[config.mk]
export PLATFORM = sky130hd
export DESIGN_NAME = rtcas_scheduler
export DESIGN_NICKNAME = d
export VERILOG_FILES = /design/src/rtl/rtcas_pkg.sv /design/src/rtl/rtcas_scheduler.sv /design/src/rtl/rtcas_tick_sync.sv /design/src/rtl/rtcas_slot.sv
export SDC_FILE = /design/constraint.sdc
export NUM_CORES = 2
export LEC_CHECK = 0
export ABC_CLOCK_PERIOD_IN_PS = 7730
export BUFFER_PORTS_ARGS = -buffer_cell sky130_fd_sc_hd__buf_2
export CORE_AREA = 2 2 304 306
export CTS_CLUSTER_DIAMETER = 200
export DETAILED_ROUTE_END_ITERATION = 6
export DIE_AREA = 0 0 306 308
export PLACE_DENSITY = 0.65
export SLEW_MARGIN = 15
export SYNTH_ARGS = -nofsm -noshare
export SYNTH_HDL_FRONTEND = slang
export SYNTH_HIERARCHICAL = 1
export SYNTH_SLANG_ARGS = --single-unit
[constraint.sdc]
create_clock -name sys_clk -period 7.73 [get_ports sys_clk]
set_input_delay 2.319 -clock sys_clk [delete_from_list [all_inputs] [get_ports sys_clk]]
set_output_delay 2.319 -clock sys_clk [all_outputs]
set_load 0.02 [all_outputs]
[src/rtl/rtcas_pkg.sv]
package rtcas_pkg;
  localparam int NUM_SLOTS = 4;
  localparam int SLOT_FIELDS = 16;
  // Register map
  localparam logic [7:0] REG_SLOT_SEL = 8'h16;
  localparam logic [7:0] REG_RUN = 8'h17;
  localparam logic [7:0] REG_KIND = 8'h19;
  localparam logic [7:0] REG_SLOT_BASE = 8'h20;
  localparam logic [7:0] REG_WIN_MASK = 8'hf0;
  localparam logic [7:0] REG_MIR_MIN = 8'h30;
  localparam logic [7:0] REG_MIR_HOUR = 8'h31;
  localparam logic [7:0] REG_MIR_MDAY = 8'h32;
  localparam logic [7:0] REG_MIR_MONTH = 8'h33;
  localparam logic [7:0] REG_MIR_YEAR = 8'h34;
  localparam logic [7:0] REG_STATUS = 8'h35;
  // Field index inside a slot window; 13..15 hold event stamps
  localparam logic [3:0] F_ACTIVE = 4'h0;
  localparam logic [3:0] F_MINUTE = 4'h1;
  localparam logic [3:0] F_HOUR = 4'h2;
  localparam logic [3:0] F_MDAY = 4'h3;
  localparam logic [3:0] F_MONTH = 4'h4;
  localparam logic [3:0] F_YEAR = 4'h5;
  localparam logic [3:0] F_DUR_LO = 4'h6;
  localparam logic [3:0] F_DUR_HI = 4'h7;
  localparam logic [3:0] F_ACT_REP = 4'h8;
  localparam logic [3:0] F_MULT = 4'h9;
  localparam logic [3:0] F_SEQ_REP = 4'ha;
  localparam logic [3:0] F_HOST = 4'hb;
  localparam logic [3:0] F_RELAY = 4'hc;
  // Values and reset values
  localparam logic [7:0] VAL_OFF = 8'h00;
  localparam logic [7:0] VAL_ON = 8'h01;
  localparam logic [7:0] KIND_BASIC = 8'h00;
  localparam logic [7:0] KIND_CAL = 8'h01;
  localparam logic [7:0] RST_BYTE = 8'h00;
  localparam logic [1:0] RST_SLOT = 2'h0;
  // Status bit positions
  localparam int ST_HOST = 0;
  localparam int ST_RELAY = 1;
  localparam int ST_SLOT0 = 2;
  localparam logic [15:0] MIN_PER_HOUR = 16'h003c;
endpackage

[src/rtl/rtcas_scheduler.sv]
// The strobed register port was chosen for this implementation.
`timescale 1ns/1ns
// Notes on behaviour
// - Kind selector 0x00 picks the basic scheduler, 0x01 the calendar scheduler.
// - Nothing is executed until the run control holds 0x01.
// - A slot with a nonzero activation stamp executes once running.
// - Start year, month and day are two-digit BCD values.
// - A sequence starts when the clock equals the programmed BCD date, hour, minute.
// - Each action stays on for the programmed duration in minutes.
// - Further actions start the repetition time after the previous action's start.
// - With a multiplier of one the repetition time is ignored.
// - A sequence holds as many actions as the multiplier says.
// - The sequence restarts every sequence repetition time in hours.
// - Host power flag set: action switches host on, then off after duration.
// - Relay flag set: action sets the relay, then resets it after duration.
// - Event stamp contents never affect execution.
// - All active slots run concurrently, each with its own timing.
// - Slot selector steers programming and reading to one slot; zero is first.
// - Mirror copies of the clock values are readable.
// - Slot selector accepts only 0 to 3 and resets to zero.
// - While running, every scheduler register except run refuses writes.
module rtcas_scheduler (
  input wire logic sys_clk,
  input wire logic arst_n,
  input wire logic [7:0] regAddr,
  input wire logic [7:0] regWrData,
  input wire logic regWrEn,
  input wire logic regRdEn,
  output logic [7:0] regRdData,
  input wire logic minuteTickPin,
  input wire logic [7:0] rtcMinute,
  input wire logic [7:0] rtcHour,
  input wire logic [7:0] rtcMday,
  input wire logic [7:0] rtcMonth,
  input wire logic [7:0] rtcYear,
  output logic hostPowerOn,
  output logic relayOn,
  output logic relaySetPulse,
  output logic relayResetPulse,
  output logic basicSchedSelect
);
  import rtcas_pkg::*;

  logic [1:0] slotSel_reg;
  logic [7:0] run_reg, kind_reg;
  logic [7:0] slotMem [NUM_SLOTS][SLOT_FIELDS];
  logic [7:0] rdNext;
  logic runOn, engineEn, tick, wrWin, wrLocked;
  logic [NUM_SLOTS-1:0] slotOn, hostReq, relayReq;
  logic relayLast_reg;

  // Minute tick arrives from the oscillator domain
  rtcas_tick_sync u_tick (
    .sys_clk(sys_clk),
    .arst_n(arst_n),
    .tickPin(minuteTickPin),
    .tickPulse(tick)
  );

  assign runOn = run_reg == VAL_ON;
  assign engineEn = runOn && kind_reg == KIND_CAL;
  assign wrWin = regWrEn && (regAddr & REG_WIN_MASK) == REG_SLOT_BASE;
  // Program lock: the running engine must never see fields move under it
  assign wrLocked = runOn;

  // Slot selector, only legal indices are taken
  always_ff @(posedge sys_clk or negedge arst_n) begin
    if (!arst_n) begin
      slotSel_reg <= RST_SLOT;
    end else if (regWrEn && regAddr == REG_SLOT_SEL && !wrLocked) begin
      if (regWrData < 8'(NUM_SLOTS)) slotSel_reg <= regWrData[1:0];
    end
  end

  // Run control, stays writable so the host can stop the engine
  always_ff @(posedge sys_clk or negedge arst_n) begin
    if (!arst_n) begin
      run_reg <= RST_BYTE;
    end else if (regWrEn && regAddr == REG_RUN) begin
      if (regWrData == VAL_ON || regWrData == VAL_OFF) run_reg <= regWrData;
    end
  end

  // Scheduler kind, two legal values
  always_ff @(posedge sys_clk or negedge arst_n) begin
    if (!arst_n) begin
      kind_reg <= KIND_BASIC;
    end else if (regWrEn && regAddr == REG_KIND && !wrLocked) begin
      if (regWrData == KIND_BASIC || regWrData == KIND_CAL) kind_reg <= regWrData;
    end
  end

  // Slot programming lands in the selected slot only
  always_ff @(posedge sys_clk or negedge arst_n) begin
    if (!arst_n) begin
      for (int s = 0; s < NUM_SLOTS; s++) begin
        for (int f = 0; f < SLOT_FIELDS; f++) begin
          slotMem[s][f] <= RST_BYTE;
        end
      end
    end else if (wrWin && !wrLocked) begin
      slotMem[slotSel_reg][regAddr[3:0]] <= regWrData;
    end
  end

  // Independent engine per slot; event stamp bytes reach no engine, only the read decode
  for (genvar g = 0; g < NUM_SLOTS; g++) begin : g_slot
    rtcas_slot u_slot (
      .sys_clk(sys_clk),
      .arst_n(arst_n),
      .enable(engineEn),
      .tick(tick),
      .active(slotMem[g][F_ACTIVE] != VAL_OFF),
      .startMin(slotMem[g][F_MINUTE]),
      .startHour(slotMem[g][F_HOUR]),
      .startMday(slotMem[g][F_MDAY]),
      .startMonth(slotMem[g][F_MONTH]),
      .startYear(slotMem[g][F_YEAR]),
      .rtcMinute(rtcMinute),
      .rtcHour(rtcHour),
      .rtcMday(rtcMday),
      .rtcMonth(rtcMonth),
      .rtcYear(rtcYear),
      .duration({slotMem[g][F_DUR_HI], slotMem[g][F_DUR_LO]}),
      .actRep(slotMem[g][F_ACT_REP]),
      .mult(slotMem[g][F_MULT]),
      .seqRep(slotMem[g][F_SEQ_REP]),
      .actOn(slotOn[g])
    );
    // Each slot steers only the outputs its flags enable
    assign hostReq[g] = slotOn[g] && slotMem[g][F_HOST] == VAL_ON;
    assign relayReq[g] = slotOn[g] && slotMem[g][F_RELAY] == VAL_ON;
  end

  // Outputs merge all slots; overlapping actions keep the output on
  always_ff @(posedge sys_clk or negedge arst_n) begin
    if (!arst_n) begin
      hostPowerOn <= 1'b0;
      relayOn <= 1'b0;
    end else begin
      hostPowerOn <= |hostReq;
      relayOn <= |relayReq;
    end
  end

  // Bistable relay needs a coil pulse per change, not a level
  always_ff @(posedge sys_clk or negedge arst_n) begin
    if (!arst_n) begin
      relayLast_reg <= 1'b0;
      relaySetPulse <= 1'b0;
      relayResetPulse <= 1'b0;
    end else begin
      relayLast_reg <= relayOn;
      relaySetPulse <= relayOn && !relayLast_reg;
      relayResetPulse <= !relayOn && relayLast_reg;
    end
  end

  // Basic scheduler lives elsewhere; it is told when it owns the clock
  always_ff @(posedge sys_clk or negedge arst_n) begin
    if (!arst_n) basicSchedSelect <= 1'b1;
    else basicSchedSelect <= kind_reg == KIND_BASIC;
  end

  // Read decode; unmapped addresses read zero
  always_comb begin
    rdNext = 8'h00;
    if ((regAddr & REG_WIN_MASK) == REG_SLOT_BASE) begin
      rdNext = slotMem[slotSel_reg][regAddr[3:0]];
    end else begin
      unique case (regAddr)
        REG_SLOT_SEL: rdNext = {6'h00, slotSel_reg};
        REG_RUN: rdNext = run_reg;
        REG_KIND: rdNext = kind_reg;
        REG_MIR_MIN: rdNext = rtcMinute;
        REG_MIR_HOUR: rdNext = rtcHour;
        REG_MIR_MDAY: rdNext = rtcMday;
        REG_MIR_MONTH: rdNext = rtcMonth;
        REG_MIR_YEAR: rdNext = rtcYear;
        REG_STATUS: begin
          rdNext[ST_HOST] = hostPowerOn;
          rdNext[ST_RELAY] = relayOn;
          rdNext[ST_SLOT0 +: NUM_SLOTS] = slotOn;
        end
        default: rdNext = 8'h00;
      endcase
    end
  end

  // Read data stands for exactly one cycle after the strobe
  always_ff @(posedge sys_clk or negedge arst_n) begin
    if (!arst_n) regRdData <= 8'h00;
    else if (regRdEn) regRdData <= rdNext;
    else regRdData <= 8'h00;
  end

  a_kind_gates_out: assert property (@(posedge sys_clk) disable iff (!arst_n)
    kind_reg != KIND_CAL ##1 kind_reg != KIND_CAL |=> !hostPowerOn && !relayOn)
    else $error("outputs active under basic scheduler");
  a_run_gates_out: assert property (@(posedge sys_clk) disable iff (!arst_n)
    !runOn ##1 !runOn |=> !hostPowerOn && !relayOn && slotOn == '0)
    else $error("action while not running");
  a_host_follow: assert property (@(posedge sys_clk) disable iff (!arst_n)
    |hostReq |=> hostPowerOn)
    else $error("host power not following slot");
  a_relay_pulse: assert property (@(posedge sys_clk) disable iff (!arst_n)
    $rose(relayOn) |=> relaySetPulse ##1 !relaySetPulse)
    else $error("relay set pulse missing");
  a_sel_range: assert property (@(posedge sys_clk) disable iff (!arst_n)
    regWrEn && regAddr == REG_SLOT_SEL && regWrData > 8'h03 |=> $stable(slotSel_reg))
    else $error("illegal slot index taken");
  a_run_lock: assert property (@(posedge sys_clk) disable iff (!arst_n)
    runOn && regWrEn && (regAddr == REG_KIND || regAddr == REG_SLOT_SEL) |=> $stable(kind_reg) && $stable(slotSel_reg))
    else $error("register changed while running");
  a_lock_slot: assert property (@(posedge sys_clk) disable iff (!arst_n)
    runOn && wrWin && regAddr[3:0] == F_DUR_LO |=> $stable(slotMem[slotSel_reg][F_DUR_LO]))
    else $error("slot field changed while running");
  a_sel_read: assert property (@(posedge sys_clk) disable iff (!arst_n)
    regRdEn && regAddr == REG_SLOT_SEL |=> regRdData == {6'h00, slotSel_reg})
    else $error("slot selector read mismatch");
  a_mirror_read: assert property (@(posedge sys_clk) disable iff (!arst_n)
    regRdEn && regAddr == REG_MIR_HOUR |=> regRdData == $past(rtcHour))
    else $error("mirror read mismatch");
  a_read_once: assert property (@(posedge sys_clk) disable iff (!arst_n)
    !regRdEn |=> regRdData == 8'h00)
    else $error("read data held too long");

  // Run takes the two legal values and ignores the rest
  a_run_take: assert property (@(posedge sys_clk) disable iff (!arst_n)
    regWrEn && regAddr == REG_RUN && (regWrData == VAL_ON || regWrData == VAL_OFF) |=> run_reg == $past(regWrData))
    else $error("run write not taken");

  a_run_refuse: assert property (@(posedge sys_clk) disable iff (!arst_n)
    regWrEn && regAddr == REG_RUN && regWrData != VAL_ON && regWrData != VAL_OFF |=> $stable(run_reg))
    else $error("illegal run value taken");

  // Kind is only written while stopped, and only with a legal code
  a_kind_take: assert property (@(posedge sys_clk) disable iff (!arst_n)
    regWrEn && regAddr == REG_KIND && !runOn && (regWrData == KIND_BASIC || regWrData == KIND_CAL)
    |=> kind_reg == $past(regWrData))
    else $error("kind write not taken");

  a_kind_refuse: assert property (@(posedge sys_clk) disable iff (!arst_n)
    regWrEn && regAddr == REG_KIND && regWrData != KIND_BASIC && regWrData != KIND_CAL |=> $stable(kind_reg))
    else $error("illegal kind value taken");

  // The basic scheduler flag mirrors the kind one cycle later
  a_basic_flag: assert property (@(posedge sys_clk) disable iff (!arst_n)
    kind_reg == KIND_BASIC |=> basicSchedSelect)
    else $error("basic scheduler not selected");

  a_cal_flag: assert property (@(posedge sys_clk) disable iff (!arst_n)
    kind_reg != KIND_BASIC |=> !basicSchedSelect)
    else $error("basic scheduler still selected");

  // A stopped engine clears every slot at once
  a_stop_clears: assert property (@(posedge sys_clk) disable iff (!arst_n)
    !engineEn |=> slotOn == '0)
    else $error("slot action survived stop");

  // Between ticks a running engine never moves its actions
  a_tick_only: assert property (@(posedge sys_clk) disable iff (!arst_n)
    engineEn && !tick |=> $stable(slotOn))
    else $error("slot action moved without a tick");

  // Outputs drop as soon as no slot asks for them
  a_host_drop: assert property (@(posedge sys_clk) disable iff (!arst_n)
    hostReq == '0 |=> !hostPowerOn)
    else $error("host power without a request");

  a_relay_follow: assert property (@(posedge sys_clk) disable iff (!arst_n)
    |relayReq |=> relayOn)
    else $error("relay not following slot");

  a_relay_drop: assert property (@(posedge sys_clk) disable iff (!arst_n)
    relayReq == '0 |=> !relayOn)
    else $error("relay without a request");

  // The reset coil gets exactly one pulse per release
  a_relay_clear: assert property (@(posedge sys_clk) disable iff (!arst_n)
    $fell(relayOn) |=> relayResetPulse ##1 !relayResetPulse)
    else $error("relay reset pulse missing");

  // Selector writes land only when legal and stopped
  a_sel_take: assert property (@(posedge sys_clk) disable iff (!arst_n)
    !runOn && regWrEn && regAddr == REG_SLOT_SEL && regWrData < 8'(NUM_SLOTS)
    |=> {6'h00, slotSel_reg} == $past(regWrData))
    else $error("legal slot index not taken");

  // Window writes reach the selected slot and no other
  a_slot_write: assert property (@(posedge sys_clk) disable iff (!arst_n)
    !runOn && wrWin && slotSel_reg == RST_SLOT && regAddr[3:0] == F_DUR_LO
    |=> slotMem[0][F_DUR_LO] == $past(regWrData))
    else $error("slot write lost");

  a_slot_other: assert property (@(posedge sys_clk) disable iff (!arst_n)
    !runOn && wrWin && slotSel_reg != RST_SLOT && regAddr[3:0] == F_DUR_LO
    |=> $stable(slotMem[0][F_DUR_LO]))
    else $error("write reached an unselected slot");

  // Reads return what stood in the strobe cycle
  a_win_read: assert property (@(posedge sys_clk) disable iff (!arst_n)
    regRdEn && (regAddr & REG_WIN_MASK) == REG_SLOT_BASE && slotSel_reg == RST_SLOT && regAddr[3:0] == F_DUR_LO
    |=> regRdData == $past(slotMem[0][F_DUR_LO]))
    else $error("slot window read mismatch");

  a_status_read: assert property (@(posedge sys_clk) disable iff (!arst_n)
    regRdEn && regAddr == REG_STATUS |=> regRdData == {2'h0, $past(slotOn), $past(relayOn), $past(hostPowerOn)})
    else $error("status read mismatch");

  a_run_read: assert property (@(posedge sys_clk) disable iff (!arst_n)
    regRdEn && regAddr == REG_RUN |=> regRdData == $past(run_reg))
    else $error("run read mismatch");

  a_kind_read: assert property (@(posedge sys_clk) disable iff (!arst_n)
    regRdEn && regAddr == REG_KIND |=> regRdData == $past(kind_reg))
    else $error("kind read mismatch");
endmodule

[src/rtl/rtcas_tick_sync.sv]
`timescale 1ns/1ns
module rtcas_tick_sync (
  input wire logic sys_clk,
  input wire logic arst_n,
  input wire logic tickPin,
  output logic tickPulse
);
  logic meta_reg, sync_reg, last_reg;

  // Two-stage synchroniser, then rising-edge detect on the clean copy
  always_ff @(posedge sys_clk or negedge arst_n) begin
    if (!arst_n) begin
      meta_reg <= 1'b0;
      sync_reg <= 1'b0;
      last_reg <= 1'b0;
    end else begin
      meta_reg <= tickPin;
      sync_reg <= meta_reg;
      last_reg <= sync_reg;
    end
  end

  assign tickPulse = sync_reg & ~last_reg;
endmodule

[src/rtl/rtcas_slot.sv]
`timescale 1ns/1ns
module rtcas_slot (
  input wire logic sys_clk,
  input wire logic arst_n,
  input wire logic enable,
  input wire logic tick,
  input wire logic active,
  input wire logic [7:0] startMin,
  input wire logic [7:0] startHour,
  input wire logic [7:0] startMday,
  input wire logic [7:0] startMonth,
  input wire logic [7:0] startYear,
  input wire logic [7:0] rtcMinute,
  input wire logic [7:0] rtcHour,
  input wire logic [7:0] rtcMday,
  input wire logic [7:0] rtcMonth,
  input wire logic [7:0] rtcYear,
  input wire logic [15:0] duration,
  input wire logic [7:0] actRep,
  input wire logic [7:0] mult,
  input wire logic [7:0] seqRep,
  output logic actOn
);
  import rtcas_pkg::*;
  typedef enum {SLOT_WAIT, SLOT_SEQ} rtcas_slot_state_e;
  rtcas_slot_state_e state_reg;
  logic [15:0] seqCnt_reg, durLeft_reg, seqLen;
  logic [7:0] repCnt_reg, acts_reg;
  logic dateMatch, seqWrap, repDue, startSeq, startAct;

  // BCD fields compared digit for digit, no conversion needed
  assign dateMatch = rtcYear == startYear && rtcMonth == startMonth && rtcMday == startMday
    && rtcHour == startHour && rtcMinute == startMin;
  assign seqLen = 16'({8'h00, seqRep} * MIN_PER_HOUR);
  assign seqWrap = seqRep != VAL_OFF && 16'(seqCnt_reg + 16'h0001) == seqLen;
  // A single-action sequence never looks at the spacing
  assign repDue = mult != VAL_ON && acts_reg < mult && 8'(repCnt_reg + 8'h01) == actRep;
  assign startSeq = tick && enable && active
    && ((state_reg == SLOT_WAIT && dateMatch) || (state_reg == SLOT_SEQ && seqWrap));
  assign startAct = startSeq || (tick && enable && state_reg == SLOT_SEQ && repDue);

  // Waits for the start stamp, then cycles sequences until run drops
  always_ff @(posedge sys_clk or negedge arst_n) begin
    if (!arst_n) state_reg <= SLOT_WAIT;
    else if (!enable) state_reg <= SLOT_WAIT;
    else if (startSeq) state_reg <= SLOT_SEQ;
  end

  // Minutes since the sequence began; saturates when never repeated
  always_ff @(posedge sys_clk or negedge arst_n) begin
    if (!arst_n) seqCnt_reg <= 16'h0000;
    else if (startSeq) seqCnt_reg <= 16'h0000;
    else if (tick && state_reg == SLOT_SEQ && seqCnt_reg != 16'hffff) seqCnt_reg <= 16'(seqCnt_reg + 16'h0001);
  end

  // Spacing counts from the previous start, not its end
  always_ff @(posedge sys_clk or negedge arst_n) begin
    if (!arst_n) begin
      repCnt_reg <= 8'h00;
      acts_reg <= 8'h00;
    end else if (startSeq) begin
      repCnt_reg <= 8'h00;
      acts_reg <= 8'h01;
    end else if (startAct) begin
      repCnt_reg <= 8'h00;
      acts_reg <= 8'(acts_reg + 8'h01);
    end else if (tick && state_reg == SLOT_SEQ && repCnt_reg != 8'hff) begin
      repCnt_reg <= 8'(repCnt_reg + 8'h01);
    end
  end

  // Action held for the duration in minutes; a restart reloads it
  always_ff @(posedge sys_clk or negedge arst_n) begin
    if (!arst_n) begin
      actOn <= 1'b0;
      durLeft_reg <= 16'h0000;
    end else if (!enable) begin
      actOn <= 1'b0;
      durLeft_reg <= 16'h0000;
    end else if (startAct) begin
      actOn <= duration != 16'h0000 && mult != VAL_OFF;
      durLeft_reg <= duration;
    end else if (tick && actOn) begin
      if (durLeft_reg <= 16'h0001) actOn <= 1'b0;
      durLeft_reg <= durLeft_reg - 16'h0001;
    end
  end

  a_start_on_match: assert property (@(posedge sys_clk) disable iff (!arst_n)
    tick && enable && active && state_reg == SLOT_WAIT && dateMatch && duration != 16'h0000 && mult != VAL_OFF
    |=> actOn && seqCnt_reg == 16'h0000 && state_reg == SLOT_SEQ)
    else $error("slot did not start on matching time");
  a_duration_end: assert property (@(posedge sys_clk) disable iff (!arst_n)
    enable && tick && actOn && durLeft_reg == 16'h0001 && !startAct |=> !actOn)
    else $error("action outlived its duration");
  a_mult_bound: assert property (@(posedge sys_clk) disable iff (!arst_n)
    state_reg == SLOT_SEQ && mult != VAL_OFF |-> acts_reg <= mult)
    else $error("more actions than multiplier");
  a_seq_restart: assert property (@(posedge sys_clk) disable iff (!arst_n)
    tick && enable && active && state_reg == SLOT_SEQ && seqWrap |=> seqCnt_reg == 16'h0000 && acts_reg == 8'h01)
    else $error("sequence did not restart");
endmodule

==> results.md <==
| Stage | Quantity | Value |
|:---|:---|:---|
| clock tree | Cts hold-fix bufs | 0 |
| logic synthesis | Share of synthesized area occupied by flip-flops and latches | 41.3% |
| place | PortBufs | 73 |
| power | Cell-internal power | 0.00650 W |
| clock tree | Clock buffers created by TritonCTS | 84 |
| clock tree | Clock Root Buffer | sky130_fd_sc_hd__clkbuf_16 |
| logic synthesis | Portion of netlist area occupied by mux cells | 21.0% |
| place | DPL Wire Length | 94500 um |
| sta | Shortest period the worst path allows | 4910 ps |
| global routing | Most congested layer reported by global routing | met2 |
| clock tree | Bufs on Longest Clock Path | 3 |
| floorplan | Core Box Area | 0.0910 mm^2 |
| sta | Post-Route Hold Slack | 348 ps |
| global routing | Via count of the first global-routing pass | 31.4k |
| logic synthesis | Yosys reg bits | 747 |
| setup path | Data required time of the critical path | 8210 ps |
| sta | Setup repair after global routing missed its margin | false |
| global routing | Global-route track usage on met3 | 6.40% |
| logic synthesis | Average instance area after synthesis | 11.8 um^2 |
| setup path | Arrival time reported for the critical path endpoint | 5390 ps |
| floorplan | Row count | 111 |
| logic synthesis | Post-Synth XOR/XNOR Area | 9.34% |
| sta | Slew headroom | 23.0% |
| sta | Number of failing hold endpoints at the final stage | 0 |
| floorplan | Num ports | 74 |
| job | # Max-Cap Violations | 0 |
| drt | Average detailed-routed wire length per instance | 26.5 um |
| logic synthesis | Fraction of synthesized cell area taken by the top area cell type | 41.2% |
| global routing | Total grt overflow | 0 |
| sta | Count of final max-slew check failures | 0 |
| sta | Slew at the pin closest to its max-slew limit | 1140 ps |
| power | Reported net switching power | 0.00211 W |
| global routing | Global-route track usage on met1 | 40.2% |
| sta | Achievable clock frequency | 204 MHz |
| sta | Worst setup skew after layout | 24.7 ps |
| power | Part of the power in registers | 46.3% |
| cells and area | Layout cell share with drive strength beyond 1 | 25.7% |
| power | Clock network fraction of total power | 47.4% |
| drt | First drt pass iteration count | 5 |
| logic synthesis | Async set-or-reset flop fraction in the synthesized netlist | 100% |
| clock tree | Setup fix buffers added after clock tree synthesis | 0 |
| drt | Antenna viol nets, final | 0 |
| clock tree | Clock tree from TritonCTS | yes |
| floorplan | Vert. Die Dim | 308 um |
| sta | Part of the cycle the worst path needs | 63.6% |
| setup path | Maximum fanout along the worst path | 25 |
| floorplan | Die outline width | 306 um |
| setup path | Startpoint type of the worst setup path | flip-flop |
| global routing | GRT Resource Usage Total | 28.8% |
| sta | Count of endpoints failing setup in the final report | 0 |
| cells and area | Final #Nets | 4087 |
| power | IR Drop Worst-Case VDD | 0.150 mV |
| cells and area | Synthesis-to-finish area growth | 9.10% |
| clock tree | Number of sinks on the clock net | 747 |
| floorplan | Initial standard-cell utilization of the core | 49.8% |
| logic synthesis | Number of distinct library cell variants in the gate-level netlist after synthesis | 107 |
| drt | Initial drt markers | 3337 |
| setup path | CP Capture Type | flip-flop |
| logic synthesis | Most used DFF post-synth | sky130_fd_sc_hd__dfrtp_1 |
| global routing | Number of antenna violations at the first check in global routing | 23 |
| logic synthesis | Post-synthesis instance area | 0.0453 mm^2 |
| logic synthesis | Combinational family with the most area after synthesis | multiplexers |
| clock tree | H-Tree Level Count | 3 |
| clock tree | Clock network latency to the later pin of the worst-skew pair | 660 ps |
| drt | Post-DR vias/cell | 6.27 |
| drt | DR vias | 32.0k |
| place | Final weighted congestion in routability-driven placement | 1.02 |
| logic synthesis | Complex-gate fraction of the synthesized area | 6.29% |
| logic synthesis | Count of mapped cells out of synthesis | 3837 |
| sta | Aggregate negative setup slack | 0 ps |
| power | Power share of the combinational group | 6.3% |
| logic synthesis | Number of nets in the synthesized netlist | 4078 |
| cells and area | Flip-flop count of the largest register after layout | 512 |
| setup path | Worst Path Class, Setup | reg2reg |
| run status | Result of the run | completed |
| logic synthesis | Warning count from the yosys run | 6 |
| power | Power density over the cells | 174 mW/mm^2 |
| logic synthesis | Fraction of the mapped netlist area in simple logic gates | 13.3% |
| drt | Remaining routing DRC violations | 0 |
| power | Lkg Pwr | 23.6 nW |
| logic synthesis | Number of enable flip-flop cells after synthesis | 0 |
| logic synthesis | Post-Synth Adder-Cell Area | 5.84% |
| power | Proportion of total power due to net switching | 24.5% |
| clock tree | Reg clk slew, reported paths | 60 ps |
| setup path | Register-to-register path setup slack | 2820 ps |
| global routing | Met2 track demand over resource | 43.8% |
| global routing | Largest net degree at the start of global routing | 159 |
| floorplan | Die footprint | 0.0942 mm^2 |
| clock tree | Post_cts resized | 0 |
| drt | Final wirelength | 135000 um |
| worst hold path | Path type of the worst min-delay path | reg2reg |
| logic synthesis | Top cells by area, synth | sky130_fd_sc_hd__dfrtp_1 41%, sky130_fd_sc_hd__mux2_2 13%, sky130_fd_sc_hd__mux4_2 6.4% |
| global routing | Global-route wire length before repair | 205000 um |
| logic synthesis | Top cell type by total area after synthesis | sky130_fd_sc_hd__dfrtp_1 |
## kinds of logic (layout without fill, tap and decap cells)
| kind of cell | after synthesis | count (layout) |
|---|---|---|
| buffers and inverters | 293 | 363 |
| flip-flops | 747 | 747 |
| AND/OR/NAND/NOR | 1070 | 1070 |
| AO/OA/AOI/OAI | 350 | 350 |
| other | 0 | 5 |
| XOR/XNOR | 477 | 477 |
| multiplexers | 720 | 720 |
| adder cells (fa/ha/maj) | 180 | 180 |
## per-layer routing
layer	wire (um)	vias to the layer above
li1	-	13900
met5	199	-
met1	57500	16400
met2	60200	1318
met3	11200	333
met4	5850	30
## through the flow
step                total power (W)  utilization (%)  setup slack [ps]  instances  instance area [um^2]
finish                      0.00860             54.3              2820       5098                 49400
global route                0.00886             54.3              2500       5094                 49400
CTS                         0.00867             54.3              2790       5093                 49400
detailed placement          0.00459             51.2              2310       4946                 46600
global placement            0.00458             51.2              2380       4946                 46600
floorplan                   0.00431                -              3480       3837                 45300
## worst max-delay path, stage by stage, from the launching register on
cell	delay (ps)
sky130_fd_sc_hd__dfrtp_1	540
sky130_fd_sc_hd__fa_1	610
sky130_fd_sc_hd__fa_1	440
sky130_fd_sc_hd__ha_1	370
sky130_fd_sc_hd__and2_4	200
sky130_fd_sc_hd__a221oi_2	390
sky130_fd_sc_hd__a21oi_2	130
sky130_fd_sc_hd__or3_4	420
sky130_fd_sc_hd__a2111oi_4	380
sky130_fd_sc_hd__o211a_1	270
sky130_fd_sc_hd__o21a_1	860
sky130_fd_sc_hd__nor2_1	120
## Yosys cell counts (20+ instances only)
cell type                  count
sky130_fd_sc_hd__and2_1       52
sky130_fd_sc_hd__nor3_1       68
sky130_fd_sc_hd__nor2_8       20
sky130_fd_sc_hd__nand4_1      63
sky130_fd_sc_hd__mux4_2      128
sky130_fd_sc_hd__xor2_1      277
sky130_fd_sc_hd__and3_1       37
sky130_fd_sc_hd__dfrtp_1     746
sky130_fd_sc_hd__nor4_1       84
sky130_fd_sc_hd__buf_2        52
sky130_fd_sc_hd__mux2_2      517
sky130_fd_sc_hd__o21ai_0      30
sky130_fd_sc_hd__xnor2_1     196
sky130_fd_sc_hd__fa_1         52
sky130_fd_sc_hd__clkbuf_1    106
sky130_fd_sc_hd__nor2_1      190
sky130_fd_sc_hd__nand3_1      74
sky130_fd_sc_hd__a21oi_1      60
sky130_fd_sc_hd__mux2i_1      61
sky130_fd_sc_hd__nor2b_1      22
sky130_fd_sc_hd__ha_1        128
sky130_fd_sc_hd__nand2_1     290
sky130_fd_sc_hd__inv_1       101
sky130_fd_sc_hd__a21o_1       24
sky130_fd_sc_hd__o211a_1      51
## cells in the final DEF (no fill, tap or decap), types with 15 or more instances in the layout
cell / synthesis / layout
sky130_fd_sc_hd__nand4_1: 63 / 63
sky130_fd_sc_hd__nor3_1: 68 / 68
sky130_fd_sc_hd__mux2_2: 517 / 517
sky130_fd_sc_hd__o211a_1: 51 / 51
sky130_fd_sc_hd__a21oi_1: 60 / 60
sky130_fd_sc_hd__a21o_1: 24 / 24
sky130_fd_sc_hd__inv_1: 101 / 101
sky130_fd_sc_hd__buf_4: 11 / 37
sky130_fd_sc_hd__xnor2_1: 196 / 196
sky130_fd_sc_hd__mux4_2: 128 / 128
sky130_fd_sc_hd__nand2b_1: 17 / 17
sky130_fd_sc_hd__or3_1: 19 / 19
sky130_fd_sc_hd__ha_1: 128 / 128
sky130_fd_sc_hd__and2_1: 52 / 52
sky130_fd_sc_hd__dfrtp_1: 746 / 744
sky130_fd_sc_hd__a22oi_1: 18 / 18
sky130_fd_sc_hd__o21ai_0: 30 / 30
sky130_fd_sc_hd__clkinv_2: 0 / 16
sky130_fd_sc_hd__nor2b_1: 22 / 21
sky130_fd_sc_hd__nor2_8: 20 / 20
sky130_fd_sc_hd__nand3_1: 74 / 74
sky130_fd_sc_hd__clkbuf_16: 0 / 85
sky130_fd_sc_hd__buf_2: 52 / 72
sky130_fd_sc_hd__or4_1: 16 / 15
sky130_fd_sc_hd__nor4_1: 84 / 84
sky130_fd_sc_hd__nand2_1: 290 / 290
sky130_fd_sc_hd__nor2_1: 190 / 188
sky130_fd_sc_hd__fa_1: 52 / 52
sky130_fd_sc_hd__mux2i_1: 61 / 61
sky130_fd_sc_hd__clkbuf_1: 106 / 18
sky130_fd_sc_hd__and3_1: 37 / 37
sky130_fd_sc_hd__xor2_1: 277 / 277
sky130_fd_sc_hd__a31oi_1: 19 / 19
## power groups by stage
stage | logic [W] | registers, W | clock network (W)
4_1_cts | 0.000536 | 0.00398 | 0.00415
6_report | 0.000543 | 0.00399 | 0.00408
2_1_floorplan | 0.000268 | 0.00404 | 0
3_5_place_dp | 0.000534 | 0.00405 | 0
3_3_place_gp | 0.000530 | 0.00405 | 0
5_1_grt | 0.000577 | 0.00399 | 0.00429
## final timing paths
check                                                 end  cells after the start            start
max                        g_slot[3].u_slot/seqCnt_reg[4]                     11      slotMem[43]
max in group asynchronous                 u_tick/last_reg                      2           arst_n
min in group asynchronous                    slotMem[397]                      1           arst_n
min reg2reg                               u_tick/sync_reg                      0  u_tick/meta_reg
min                                       u_tick/sync_reg                      0  u_tick/meta_reg
max reg2reg                g_slot[3].u_slot/seqCnt_reg[4]                     11      slotMem[43]
## layout make-up
type	count	area, um^2
fillers	7767	41600
flip-flops and latches	747	18700
well taps	1186	1480
multi-input cells	2797	25300
inverters	102	383
diodes	5	12.5
clock buffers	116	2370
repair buffers	114	733
clock inverters	31	380
Power figures use the tool's default switching activity.
